==> src/hdl/pmc_defs.svh <==
// register offsets, field positions, reset values and timing counts of the power mode controller
`ifndef PMC_DEFS_SVH
`define PMC_DEFS_SVH

`define PMC_OFS_MODE 8'h00
`define PMC_OFS_ACT_TMPL 8'h04
`define PMC_OFS_ALT_TMPL 8'h08
`define PMC_OFS_WAKE_EN 8'h0c
`define PMC_OFS_SLEEP_INTV 8'h10
`define PMC_OFS_IRQ_STAT 8'h14
`define PMC_OFS_IRQ_MASK 8'h18
`define PMC_OFS_REG_CTRL 8'h1c
`define PMC_OFS_STATUS 8'h20

`define PMC_NSUB 8
`define PMC_SUB_CPU 0
`define PMC_SUB_FLASH 1
`define PMC_NWAKE 6
`define PMC_WAKE_COMP 0
`define PMC_WAKE_PIN 1
`define PMC_WAKE_I2C 2
`define PMC_WAKE_RTC 3
`define PMC_WAKE_TW 4
`define PMC_WAKE_LOW_VOLT 5
`define PMC_WAKE_RST 6
`define PMC_INTV_W 16

`define PMC_IRQ_SLEEP_WAKE 0
`define PMC_IRQ_HIB_WAKE 1
`define PMC_IRQ_ABORT 2
`define PMC_IRQ_INTV 3
`define PMC_NIRQ 4

`define PMC_ST_BUSY 2
`define PMC_ST_BUZZ 3
`define PMC_ST_HIBREG 4
`define PMC_ST_IOHOLD 5
`define PMC_ST_CPU 6

`define PMC_RST_TMPL 8'hff
`define PMC_RST_SLEEP_KEEP 8'h00
`define PMC_RST_WAKE_EN 7'h7f
`define PMC_RST_INTV 16'h0000
`define PMC_RST_IRQ 4'h0

`define PMC_CLK_PERIOD_NS 100
`define PMC_SLEEP_RESUME_NS 15000
`define PMC_HIB_RESUME_NS 100000
`define PMC_ENTRY_NS 1000
`define PMC_SLEEP_WAKE_CYC ((`PMC_SLEEP_RESUME_NS + `PMC_CLK_PERIOD_NS - 1) / `PMC_CLK_PERIOD_NS)
`define PMC_HIB_WAKE_CYC ((`PMC_HIB_RESUME_NS / `PMC_CLK_PERIOD_NS) - 1)
`define PMC_ENTRY_CYC ((`PMC_ENTRY_NS + `PMC_CLK_PERIOD_NS - 1) / `PMC_CLK_PERIOD_NS)
`define PMC_CNT_W 10

`endif

==> src/hdl/pmc_pkg.sv <==
// types shared by the power mode controller and its bench
package pmc_pkg;
	typedef enum logic [1:0] {
		PMC_MODE_ACTIVE = 2'h0,
		PMC_MODE_ALT = 2'h1,
		PMC_MODE_SLEEP = 2'h2,
		PMC_MODE_HIB = 2'h3
	} pmc_mode_t;

	typedef enum logic [2:0] {
		ST_ACTIVE,
		ST_ALT,
		ST_SLEEP_ENTRY,
		ST_SLEEP,
		ST_SLEEP_WAKE,
		ST_HIB_ENTRY,
		ST_HIB,
		ST_HIB_WAKE
	} pmc_state_t;

	typedef struct packed {
		logic psel;
		logic penable;
		logic pwrite;
		logic [7:0] paddr;
		logic [31:0] pwdata;
	} pmc_apb_req_t;

	typedef struct packed {
		logic coreRegEn;
		logic regBuzz;
		logic hibRegOnly;
		logic ioHold;
		logic lowSpeedEn;
		logic clkStop;
	} pmc_pwr_t;
endpackage

==> src/hdl/pmc_ctrl.sv <==
// power mode controller: mode sequencing, clock templates, regulator states and apb registers
//
// Notes on behaviour
// - after reset the device sits in active mode, all template bits set
// - in active each subsystem follows its own active template bit, writable anytime
// - a disabled subsystem has its clock gated and its bias-disable raised
// - firmware may clear the cpu bit; the next wakeup sets it again
// - any wakeup returns to active and forces the cpu enabled
// - alternate active applies its own separate template
// - sleep turns off most subsystems regardless of templates, low-speed timing keeps running
// - sleep offers timed intervals and wakes from six enabled sources or the enabled reset event
// - in sleep core regulators are buzzed unless external regulation disabled them
// - sleep resume waits a fixed 15 us wake interval before active
// - the wake interval lets regulators settle before active is entered
// - hibernate stops all clocks, keeps state, only hibernate regulator on
// - in hibernate output pins hold level, pin interrupt setup kept
// - only the pin interrupt leaves hibernate, resume under 100 us
// - each wake source, and the reset event, has its own enable bit
`include "pmc_defs.svh"
`timescale 1ns/1ps
module pmc_ctrl #(
	parameter int NSUB = `PMC_NSUB,
	parameter logic [`PMC_NSUB-1:0] SLEEP_KEEP = `PMC_RST_SLEEP_KEEP
) (
	input wire logic clk_sys,
	input wire logic resetn,
	input wire pmc_pkg::pmc_apb_req_t apbReq,
	output logic [31:0] prdata,
	output logic pready,
	output logic pslverr,
	input wire logic [`PMC_NWAKE-1:0] wakeSrcAsync,
	input wire logic resetEvtAsync,
	input wire logic lowSpeedTickAsync,
	output logic [NSUB-1:0] subsysClkEn,
	output logic [NSUB-1:0] biasDis,
	output pmc_pkg::pmc_pwr_t pwrCtl,
	output pmc_pkg::pmc_mode_t curMode,
	output logic irq
);
	import pmc_pkg::*;

	localparam logic [`PMC_CNT_W-1:0] SLEEP_WAKE_CYC = `PMC_CNT_W'(`PMC_SLEEP_WAKE_CYC);
	localparam logic [`PMC_CNT_W-1:0] HIB_WAKE_CYC = `PMC_CNT_W'(`PMC_HIB_WAKE_CYC);
	localparam logic [`PMC_CNT_W-1:0] ENTRY_CYC = `PMC_CNT_W'(`PMC_ENTRY_CYC);

	pmc_state_t state_r;
	logic [`PMC_CNT_W-1:0] waitCnt_r;
	logic [`PMC_INTV_W-1:0] intvCnt_r;
	logic [NSUB-1:0] actTmpl_r;
	logic [NSUB-1:0] altTmpl_r;
	logic [`PMC_NWAKE:0] wakeEn_r;
	logic [`PMC_INTV_W-1:0] sleepIntv_r;
	logic [`PMC_NIRQ-1:0] irqStat_r;
	logic [`PMC_NIRQ-1:0] irqMask_r;
	logic extReg_r;
	logic [`PMC_NWAKE-1:0] wakeMeta_r;
	logic [`PMC_NWAKE-1:0] wakeSync_r;
	logic rstMeta_r;
	logic rstSync_r;
	logic tickMeta_r;
	logic tickSync_r;
	logic tickDly_r;
	logic [NSUB-1:0] clkEn_nxt;
	logic [31:0] rdata_nxt;
	logic addrOk;

	// slow pins and the oscillator tick come from other domains
	always_ff @(posedge clk_sys or negedge resetn) begin
		if (!resetn) begin
			wakeMeta_r <= '0;
			wakeSync_r <= '0;
			rstMeta_r <= 1'b0;
			rstSync_r <= 1'b0;
			tickMeta_r <= 1'b0;
			tickSync_r <= 1'b0;
			tickDly_r <= 1'b0;
		end else begin
			wakeMeta_r <= wakeSrcAsync;
			wakeSync_r <= wakeMeta_r;
			rstMeta_r <= resetEvtAsync;
			rstSync_r <= rstMeta_r;
			tickMeta_r <= lowSpeedTickAsync;
			tickSync_r <= tickMeta_r;
			tickDly_r <= tickSync_r;
		end
	end

	wire lsTick = tickSync_r & ~tickDly_r;

	// apb: one-wait-state slave with pready raised one cycle into the access phase
	wire setupPh = apbReq.psel & ~apbReq.penable;
	wire accDone = apbReq.psel & apbReq.penable & pready;
	wire wrEn = accDone & apbReq.pwrite;
	wire rdEn = accDone & ~apbReq.pwrite;

	function automatic logic hit(input logic [7:0] a, input logic [7:0] ofs);
		hit = (a == ofs);
	endfunction

	wire wrMode = wrEn & hit(apbReq.paddr, `PMC_OFS_MODE);
	wire [1:0] reqCode = apbReq.pwdata[1:0];

	// wake qualification
	wire wakeAny = (|(wakeSync_r & wakeEn_r[`PMC_NWAKE-1:0])) | (rstSync_r & wakeEn_r[`PMC_WAKE_RST]);
	wire intvDone = (state_r == ST_SLEEP) & (sleepIntv_r != '0) & (intvCnt_r == '0);
	wire sleepWake = (state_r == ST_SLEEP) & (wakeAny | intvDone);
	wire hibWake = (state_r == ST_HIB) & wakeSync_r[`PMC_WAKE_PIN] & wakeEn_r[`PMC_WAKE_PIN];
	wire entryAbort = ((state_r == ST_SLEEP_ENTRY) | (state_r == ST_HIB_ENTRY)) & wakeAny;
	wire waitDone = (waitCnt_r == '0);
	wire resumeDone = ((state_r == ST_SLEEP_WAKE) | (state_r == ST_HIB_WAKE)) & waitDone;
	// any wake that lands in active, or hits active itself, brings the cpu back
	wire cpuRestore = resumeDone | entryAbort | (((state_r == ST_ACTIVE) | (state_r == ST_ALT)) & wakeAny);
	wire busy = (state_r == ST_SLEEP_ENTRY) | (state_r == ST_HIB_ENTRY) |
		(state_r == ST_SLEEP_WAKE) | (state_r == ST_HIB_WAKE);

	always_ff @(posedge clk_sys or negedge resetn) begin
		if (!resetn) begin
			state_r <= ST_ACTIVE;
			waitCnt_r <= '0;
		end else begin
			case (state_r)
				ST_ACTIVE: begin
					if (wrMode) begin
						case (reqCode)
							PMC_MODE_ALT: state_r <= ST_ALT;
							PMC_MODE_SLEEP: begin
								state_r <= ST_SLEEP_ENTRY;
								waitCnt_r <= ENTRY_CYC;
							end
							PMC_MODE_HIB: begin
								state_r <= ST_HIB_ENTRY;
								waitCnt_r <= ENTRY_CYC;
							end
							default: state_r <= ST_ACTIVE;
						endcase
					end
				end
				ST_ALT: begin
					if (wakeAny) begin
						state_r <= ST_ACTIVE;
					end else if (wrMode) begin
						case (reqCode)
							PMC_MODE_ACTIVE: state_r <= ST_ACTIVE;
							PMC_MODE_SLEEP: begin
								state_r <= ST_SLEEP_ENTRY;
								waitCnt_r <= ENTRY_CYC;
							end
							PMC_MODE_HIB: begin
								state_r <= ST_HIB_ENTRY;
								waitCnt_r <= ENTRY_CYC;
							end
							default: state_r <= ST_ALT;
						endcase
					end
				end
				ST_SLEEP_ENTRY: begin
					if (entryAbort) begin
						state_r <= ST_ACTIVE;
					end else if (waitDone) begin
						state_r <= ST_SLEEP;
					end else begin
						waitCnt_r <= waitCnt_r - 1'b1;
					end
				end
				ST_SLEEP: begin
					if (sleepWake) begin
						state_r <= ST_SLEEP_WAKE;
						waitCnt_r <= SLEEP_WAKE_CYC - 1'b1;
					end
				end
				ST_SLEEP_WAKE: begin
					// regulators come out of buzz first; active only after they settle
					if (waitDone) begin
						state_r <= ST_ACTIVE;
					end else begin
						waitCnt_r <= waitCnt_r - 1'b1;
					end
				end
				ST_HIB_ENTRY: begin
					if (entryAbort) begin
						state_r <= ST_ACTIVE;
					end else if (waitDone) begin
						state_r <= ST_HIB;
					end else begin
						waitCnt_r <= waitCnt_r - 1'b1;
					end
				end
				ST_HIB: begin
					if (hibWake) begin
						state_r <= ST_HIB_WAKE;
						waitCnt_r <= HIB_WAKE_CYC - 1'b1;
					end
				end
				ST_HIB_WAKE: begin
					if (waitDone) begin
						state_r <= ST_ACTIVE;
					end else begin
						waitCnt_r <= waitCnt_r - 1'b1;
					end
				end
				default: state_r <= ST_ACTIVE;
			endcase
		end
	end

	// sleep interval counts low-speed ticks, so it keeps time while the core clocks are off
	always_ff @(posedge clk_sys or negedge resetn) begin
		if (!resetn) begin
			intvCnt_r <= `PMC_RST_INTV;
		end else if (state_r == ST_SLEEP_ENTRY) begin
			intvCnt_r <= sleepIntv_r;
		end else if (state_r == ST_SLEEP && lsTick && intvCnt_r != '0) begin
			intvCnt_r <= intvCnt_r - 1'b1;
		end
	end

	// templates: a hardware cpu restore wins over a firmware write in the same cycle
	always_ff @(posedge clk_sys or negedge resetn) begin
		if (!resetn) begin
			actTmpl_r <= NSUB'(`PMC_RST_TMPL);
			altTmpl_r <= NSUB'(`PMC_RST_TMPL);
		end else begin
			if (wrEn && hit(apbReq.paddr, `PMC_OFS_ACT_TMPL)) begin
				actTmpl_r <= apbReq.pwdata[NSUB-1:0];
			end
			if (cpuRestore) begin
				actTmpl_r[`PMC_SUB_CPU] <= 1'b1;
			end
			if (wrEn && hit(apbReq.paddr, `PMC_OFS_ALT_TMPL)) begin
				altTmpl_r <= apbReq.pwdata[NSUB-1:0];
			end
		end
	end

	always_ff @(posedge clk_sys or negedge resetn) begin
		if (!resetn) begin
			wakeEn_r <= `PMC_RST_WAKE_EN;
			sleepIntv_r <= `PMC_RST_INTV;
			irqMask_r <= `PMC_RST_IRQ;
			extReg_r <= 1'b0;
		end else if (wrEn) begin
			if (hit(apbReq.paddr, `PMC_OFS_WAKE_EN)) begin
				wakeEn_r <= apbReq.pwdata[`PMC_NWAKE:0];
			end
			if (hit(apbReq.paddr, `PMC_OFS_SLEEP_INTV)) begin
				sleepIntv_r <= apbReq.pwdata[`PMC_INTV_W-1:0];
			end
			if (hit(apbReq.paddr, `PMC_OFS_IRQ_MASK)) begin
				irqMask_r <= apbReq.pwdata[`PMC_NIRQ-1:0];
			end
			if (hit(apbReq.paddr, `PMC_OFS_REG_CTRL)) begin
				extReg_r <= apbReq.pwdata[0];
			end
		end
	end

	// sticky events, write one to clear; a new event in the clearing cycle survives
	wire [`PMC_NIRQ-1:0] irqSet = {intvDone & (state_r == ST_SLEEP), entryAbort,
		(state_r == ST_HIB_WAKE) & waitDone, (state_r == ST_SLEEP_WAKE) & waitDone};
	wire [`PMC_NIRQ-1:0] irqClr = (wrEn && hit(apbReq.paddr, `PMC_OFS_IRQ_STAT)) ?
		apbReq.pwdata[`PMC_NIRQ-1:0] : '0;

	always_ff @(posedge clk_sys or negedge resetn) begin
		if (!resetn) begin
			irqStat_r <= `PMC_RST_IRQ;
			irq <= 1'b0;
		end else begin
			irqStat_r <= (irqStat_r & ~irqClr) | irqSet;
			irq <= |(((irqStat_r & ~irqClr) | irqSet) & irqMask_r);
		end
	end

	// clock enables follow the mode; entry states hold the previous set until committed
	always_comb begin
		clkEn_nxt = subsysClkEn;
		case (state_r)
			ST_ACTIVE: clkEn_nxt = actTmpl_r;
			ST_ALT: clkEn_nxt = altTmpl_r;
			ST_SLEEP, ST_SLEEP_WAKE: clkEn_nxt = SLEEP_KEEP[NSUB-1:0];
			ST_HIB, ST_HIB_WAKE: clkEn_nxt = '0;
			default: clkEn_nxt = subsysClkEn;
		endcase
	end

	always_ff @(posedge clk_sys or negedge resetn) begin
		if (!resetn) begin
			subsysClkEn <= NSUB'(`PMC_RST_TMPL);
			biasDis <= ~NSUB'(`PMC_RST_TMPL);
			curMode <= PMC_MODE_ACTIVE;
			pwrCtl <= '{coreRegEn: 1'b1, regBuzz: 1'b0, hibRegOnly: 1'b0, ioHold: 1'b0,
				lowSpeedEn: 1'b1, clkStop: 1'b0};
		end else begin
			subsysClkEn <= clkEn_nxt;
			biasDis <= ~clkEn_nxt;
			case (state_r)
				ST_ACTIVE: curMode <= PMC_MODE_ACTIVE;
				ST_ALT: curMode <= PMC_MODE_ALT;
				ST_SLEEP, ST_SLEEP_WAKE: curMode <= PMC_MODE_SLEEP;
				ST_HIB, ST_HIB_WAKE: curMode <= PMC_MODE_HIB;
				default: curMode <= curMode;
			endcase
			pwrCtl.coreRegEn <= ~extReg_r & (state_r != ST_HIB) & (state_r != ST_HIB_WAKE);
			pwrCtl.regBuzz <= ~extReg_r & (state_r == ST_SLEEP);
			pwrCtl.hibRegOnly <= (state_r == ST_HIB);
			pwrCtl.ioHold <= (state_r == ST_HIB) | (state_r == ST_HIB_WAKE);
			pwrCtl.lowSpeedEn <= (state_r != ST_HIB) & (state_r != ST_HIB_WAKE);
			pwrCtl.clkStop <= (state_r == ST_HIB);
		end
	end

	always_comb begin
		rdata_nxt = 32'h0000_0000;
		addrOk = 1'b1;
		case (apbReq.paddr)
			`PMC_OFS_MODE: rdata_nxt[1:0] = curMode;
			`PMC_OFS_ACT_TMPL: rdata_nxt[NSUB-1:0] = actTmpl_r;
			`PMC_OFS_ALT_TMPL: rdata_nxt[NSUB-1:0] = altTmpl_r;
			`PMC_OFS_WAKE_EN: rdata_nxt[`PMC_NWAKE:0] = wakeEn_r;
			`PMC_OFS_SLEEP_INTV: rdata_nxt[`PMC_INTV_W-1:0] = sleepIntv_r;
			`PMC_OFS_IRQ_STAT: rdata_nxt[`PMC_NIRQ-1:0] = irqStat_r;
			`PMC_OFS_IRQ_MASK: rdata_nxt[`PMC_NIRQ-1:0] = irqMask_r;
			`PMC_OFS_REG_CTRL: rdata_nxt[0] = extReg_r;
			`PMC_OFS_STATUS: begin
				rdata_nxt[1:0] = curMode;
				rdata_nxt[`PMC_ST_BUSY] = busy;
				rdata_nxt[`PMC_ST_BUZZ] = pwrCtl.regBuzz;
				rdata_nxt[`PMC_ST_HIBREG] = pwrCtl.hibRegOnly;
				rdata_nxt[`PMC_ST_IOHOLD] = pwrCtl.ioHold;
				rdata_nxt[`PMC_ST_CPU] = subsysClkEn[`PMC_SUB_CPU];
			end
			default: addrOk = 1'b0;
		endcase
	end

	// read data and error are captured at setup so they are stable through the access phase
	always_ff @(posedge clk_sys or negedge resetn) begin
		if (!resetn) begin
			prdata <= 32'h0000_0000;
			pready <= 1'b0;
			pslverr <= 1'b0;
		end else begin
			pready <= apbReq.psel & apbReq.penable & ~pready;
			if (setupPh) begin
				prdata <= apbReq.pwrite ? 32'h0000_0000 : rdata_nxt;
				pslverr <= ~addrOk;
			end else if (rdEn | wrEn) begin
				pslverr <= 1'b0;
			end
		end
	end
endmodule

==> config.mk <==
export PLATFORM = sky130hd
export DESIGN_NAME = pmc_ctrl
export DESIGN_NICKNAME = d
export VERILOG_FILES = /design/src/hdl/pmc_pkg.sv /design/src/hdl/pmc_ctrl.sv
export VERILOG_INCLUDE_DIRS = /design/src /design/src/hdl
export SDC_FILE = /design/constraint.sdc
export NUM_CORES = 1
export LEC_CHECK = 0
export ABC_AREA = 1
export BUFFER_PORTS_ARGS = -buffer_cell sky130_fd_sc_hd__buf_4
export CAP_MARGIN = 10
export CORE_MARGIN = 5
export CORE_UTILIZATION = 35
export CTS_CLUSTER_SIZE = 16
export DETAILED_ROUTE_END_ITERATION = 8
export MAX_ROUTING_LAYER = met4
export PLACE_DENSITY = 0.55
export SLEW_MARGIN = 20
export SYNTH_ARGS = -nofsm -noshare
export SYNTH_HDL_FRONTEND = slang
export SYNTH_SLANG_ARGS = --single-unit
==> constraint.sdc <==
create_clock -name clk_sys -period 2.16 [get_ports clk_sys]
set_input_delay 0.432 -clock clk_sys [delete_from_list [all_inputs] [get_ports clk_sys]]
set_output_delay 0.432 -clock clk_sys [all_outputs]
set_load 0.01 [all_outputs]
==> flow_summary.ini <==
[outcome]
run_status = finished clean

[timing]
fin_worst_skew_ns = 0.0135
finalWorstPathRequiredPeriod_ns = 1.89
setup_total_negative_slack_ns = 0
transition_time_of_the_tightest_slew_check_pin_ns = 0.509
final_hold_viol_count = 0
max_slew_violations = 0
max_slew_headroom = 0.660
final_setup_violation_count = 0
fmax_mhz = 529
rsz0062_at_grt = no
fin_worst_hold_slack_ns = 0.118
final_min_period_over_clock_period = 0.874

[cells_and_area]
finalNetCount = 972
nFillCells = 1902
multiInputGateArea_um2 = 2790
antenna_cells = 0
finalCoreUtilization = 0.441
layout.cells.most_common = nand2_1
syn_to_layout_area_delta_pct = 23.7
post_route_cells_drive_above_1_share = 0.233
most-common-layout-cells = 270 x nand2_1, 103 x dfrtp_1, 100 x buf_4
finalNonFillerCells = 1189
regArea_um2 = 3440

[yosys]
postSynthCellCount = 810
synth_seq_area_share = 0.513
synth_area_leaders = dfrtp_1 38%, nand2_1 15%, dfstp_2 13%
yosys_reg_bits = 136
syn-cell-area_um2 = 6720
yosysTopAreaCell = dfrtp_1
netlist.area_leader.share = 0.384
yosysWarnings = 0
synth_cell_types = 45
avgSynthCellArea_um2 = 8.29

[worst_setup_path]
worst-endpoint-required_ns = 2.46
worst-path-buf-inv = 1
crit_path_start_kind = flip-flop
endpoint_kind = flip-flop
peak_fanout_along_the_critical_path = 4
slowest_stage = dfrtp_1
worstPathArrival_ns = 2.18
setup.worst_path.class = reg2reg
max_stage_delay_ns = 0.38
timing.critical_path.max_delay_family = simple AND/OR/NAND/NOR gates
crit_chain = inv_1 -> ha_1 -> nand2_1 -> nor2_1 -> nand2_1 -> nor2_1 -> nand3_1 -> nand2_1 -> nand2_1 -> o21bai_1 -> nand2_1
critPathMostFrequentCell = nand2_1

[global_route]
first_global_vias = 5608
globalRouteTotalUtil = 0.176
overflow = 0
first_pass_grt_wire_length_um = 29800
antenna_found_initial = 0
grt_max_degree = 52

[route]
firstDrtPassIters = 5
post-route-drc-count = 0
routedWlPerCell_um = 15.1
drt.antenna.violating_nets = 0
drt-vias-per-instance = 4.66
num_vias = 5540
routed_wirelength_um = 18000
drt_first_iter_violations = 249

[worst_hold_path]
timing.hold.worst.class = in2reg

[clock_network]
clk_latency_ns = 0.42
cts_tree = yes
cts_repair_resize_count = 0
max-clock-path-buffers = 2
clk_root_buffer_cell = clkbuf_16
numCtsBuffers = 17
cts.sinks = 136
ctsHtreeMaxLevel = 4
clk_pin_slew_worst_paths_ns = 0.06

[floorplanning]
die_y_um = 149
die_w_um = 149
die-area_um2 = 22100
row_count = 50
floorplan.io_pins = 112
fp.coreArea_um2 = 18800
initial_utilization = 0.357

[place]
port_buffers = 79
final_estimated_routing_congestion_in_global_placement = 0.880
dpl.hpwl_um = 13600
place.detailed.instances = 1156

[power_and_ir_drop]
p_leak_nw = 4.08
fin_total_pwr_mw = 9.51
worst_supply_voltage_drop_on_vdd_v = 0.000607
power.density_nw_per_um2 = 1140

[job]
max_cap_viol = 0
logic make-up (layout without fill, tap and decap cells):
group,Yosys count,count (layout),synth area share
other,1,16,0.000558
AO/OA/AOI/OAI,110,110,0.0995
multiplexers,8,8,0.0134
adder cells (fa/ha/maj),3,3,0.00559
buffers and inverters,120,224,0.0808
XOR/XNOR,11,11,0.0143
flip-flops,136,136,0.513
AND/OR/NAND/NOR,421,421,0.273
state kept, by name, summed over array words and instances, names as in the netlist, 2 cells and up:
name / flops
intvCnt_r: 16
prdata: 16
sleepIntv_r: 16
waitCnt_r: 10
actTmpl_r: 8
altTmpl_r: 8
biasDis: 8
subsysClkEn: 8
wakeEn_r: 7
wakeMeta_r: 6
wakeSync_r: 6
pwrCtl: 5
irqMask_r: 4
irqStat_r: 4
state_r: 3
curMode: 2
what timing repair did:
| item | CTS | global route |
|---|---|---|
| hold buffers | 1 | 0 |
| buffers inserted | 0 | 0 |
| endpoints found under the hold margin | 44 | 0 |
final timing paths:
| check | startpoint | endpoint | slack (ns) | cells after the start |
|---|---|---|---|---|
| worst min-delay path | resetEvtAsync | rstMeta_r | 0.12 | 1 |
| worst max-delay path | intvCnt_r[1] | state_r[2] | 0.27 | 11 |
| min in group asynchronous | resetn | prdata[8] | 0.53 | 2 |
| max in group asynchronous | resetn | actTmpl_r[0] | 0.89 | 3 |
| worst max register to register | intvCnt_r[1] | state_r[2] | 0.27 | 11 |
| worst min register to register | tickMeta_r | tickSync_r | 0.35 | 0 |
layout make-up:
cell class,instances,share of cell area
Clock buffer,19,0.0545
Clock inverter,13,0.0190
Inverter,88,0.0400
Multi-Input combinational cell,569,0.335
Sequential cell,136,0.414
Tap cell,260,0.0391
Timing Repair Buffer,104,0.0977
power breakdown:
part	leakage, nW	switching [mW]	internal [mW]	total [mW]
combinational	2.11	2.07	1.22	3.30
clock	0.297	1.19	1.79	2.98
sequential	1.67	0.255	2.98	3.23
synthesized netlist by cell type, drive strengths merged:
| master | n |
|---|---|
| a21oi | 9 |
| a22o | 2 |
| a31oi | 9 |
| a32o | 8 |
| buf | 25 |
| clkbuf | 7 |
| clkinv | 2 |
| conb | 1 |
| dfrtp | 103 |
| dfstp | 33 |
| ha | 3 |
| inv | 86 |
| mux2 | 8 |
| nand2 | 276 |
| nand3 | 51 |
| nand3b | 1 |
| nand4 | 7 |
| nor2 | 78 |
| nor3 | 5 |
| nor3b | 1 |
| nor4 | 1 |
| o2111ai | 2 |
| o211ai | 11 |
| o21ai | 64 |
| o21bai | 4 |
| o31ai | 1 |
| or2 | 1 |
| xnor2 | 2 |
| xor2 | 9 |
metrics by stage:
| stage | cell area [µm²] | worst slack, ns |
|---|---|---|
| floorplan | 6770 | 0.522 |
| global placement | 7690 | 0.133 |
| detailed placement | 7690 | 0.128 |
| CTS | 8310 | 0.295 |
| global route | 8310 | 0.0900 |
| finish | 8310 | 0.271 |
per-layer routing:
layer | GRT usage | routed length (µm) | up-vias
met3 | 0.0375 | 594 | 16
met5 | - | 0 | -
li1 | - | - | 2795
met1 | 0.223 | 8090 | 2647
met2 | 0.289 | 9060 | 82
met4 | 0.0457 | 224 | 0
Note: power is estimated with default switching activity, not from simulation.
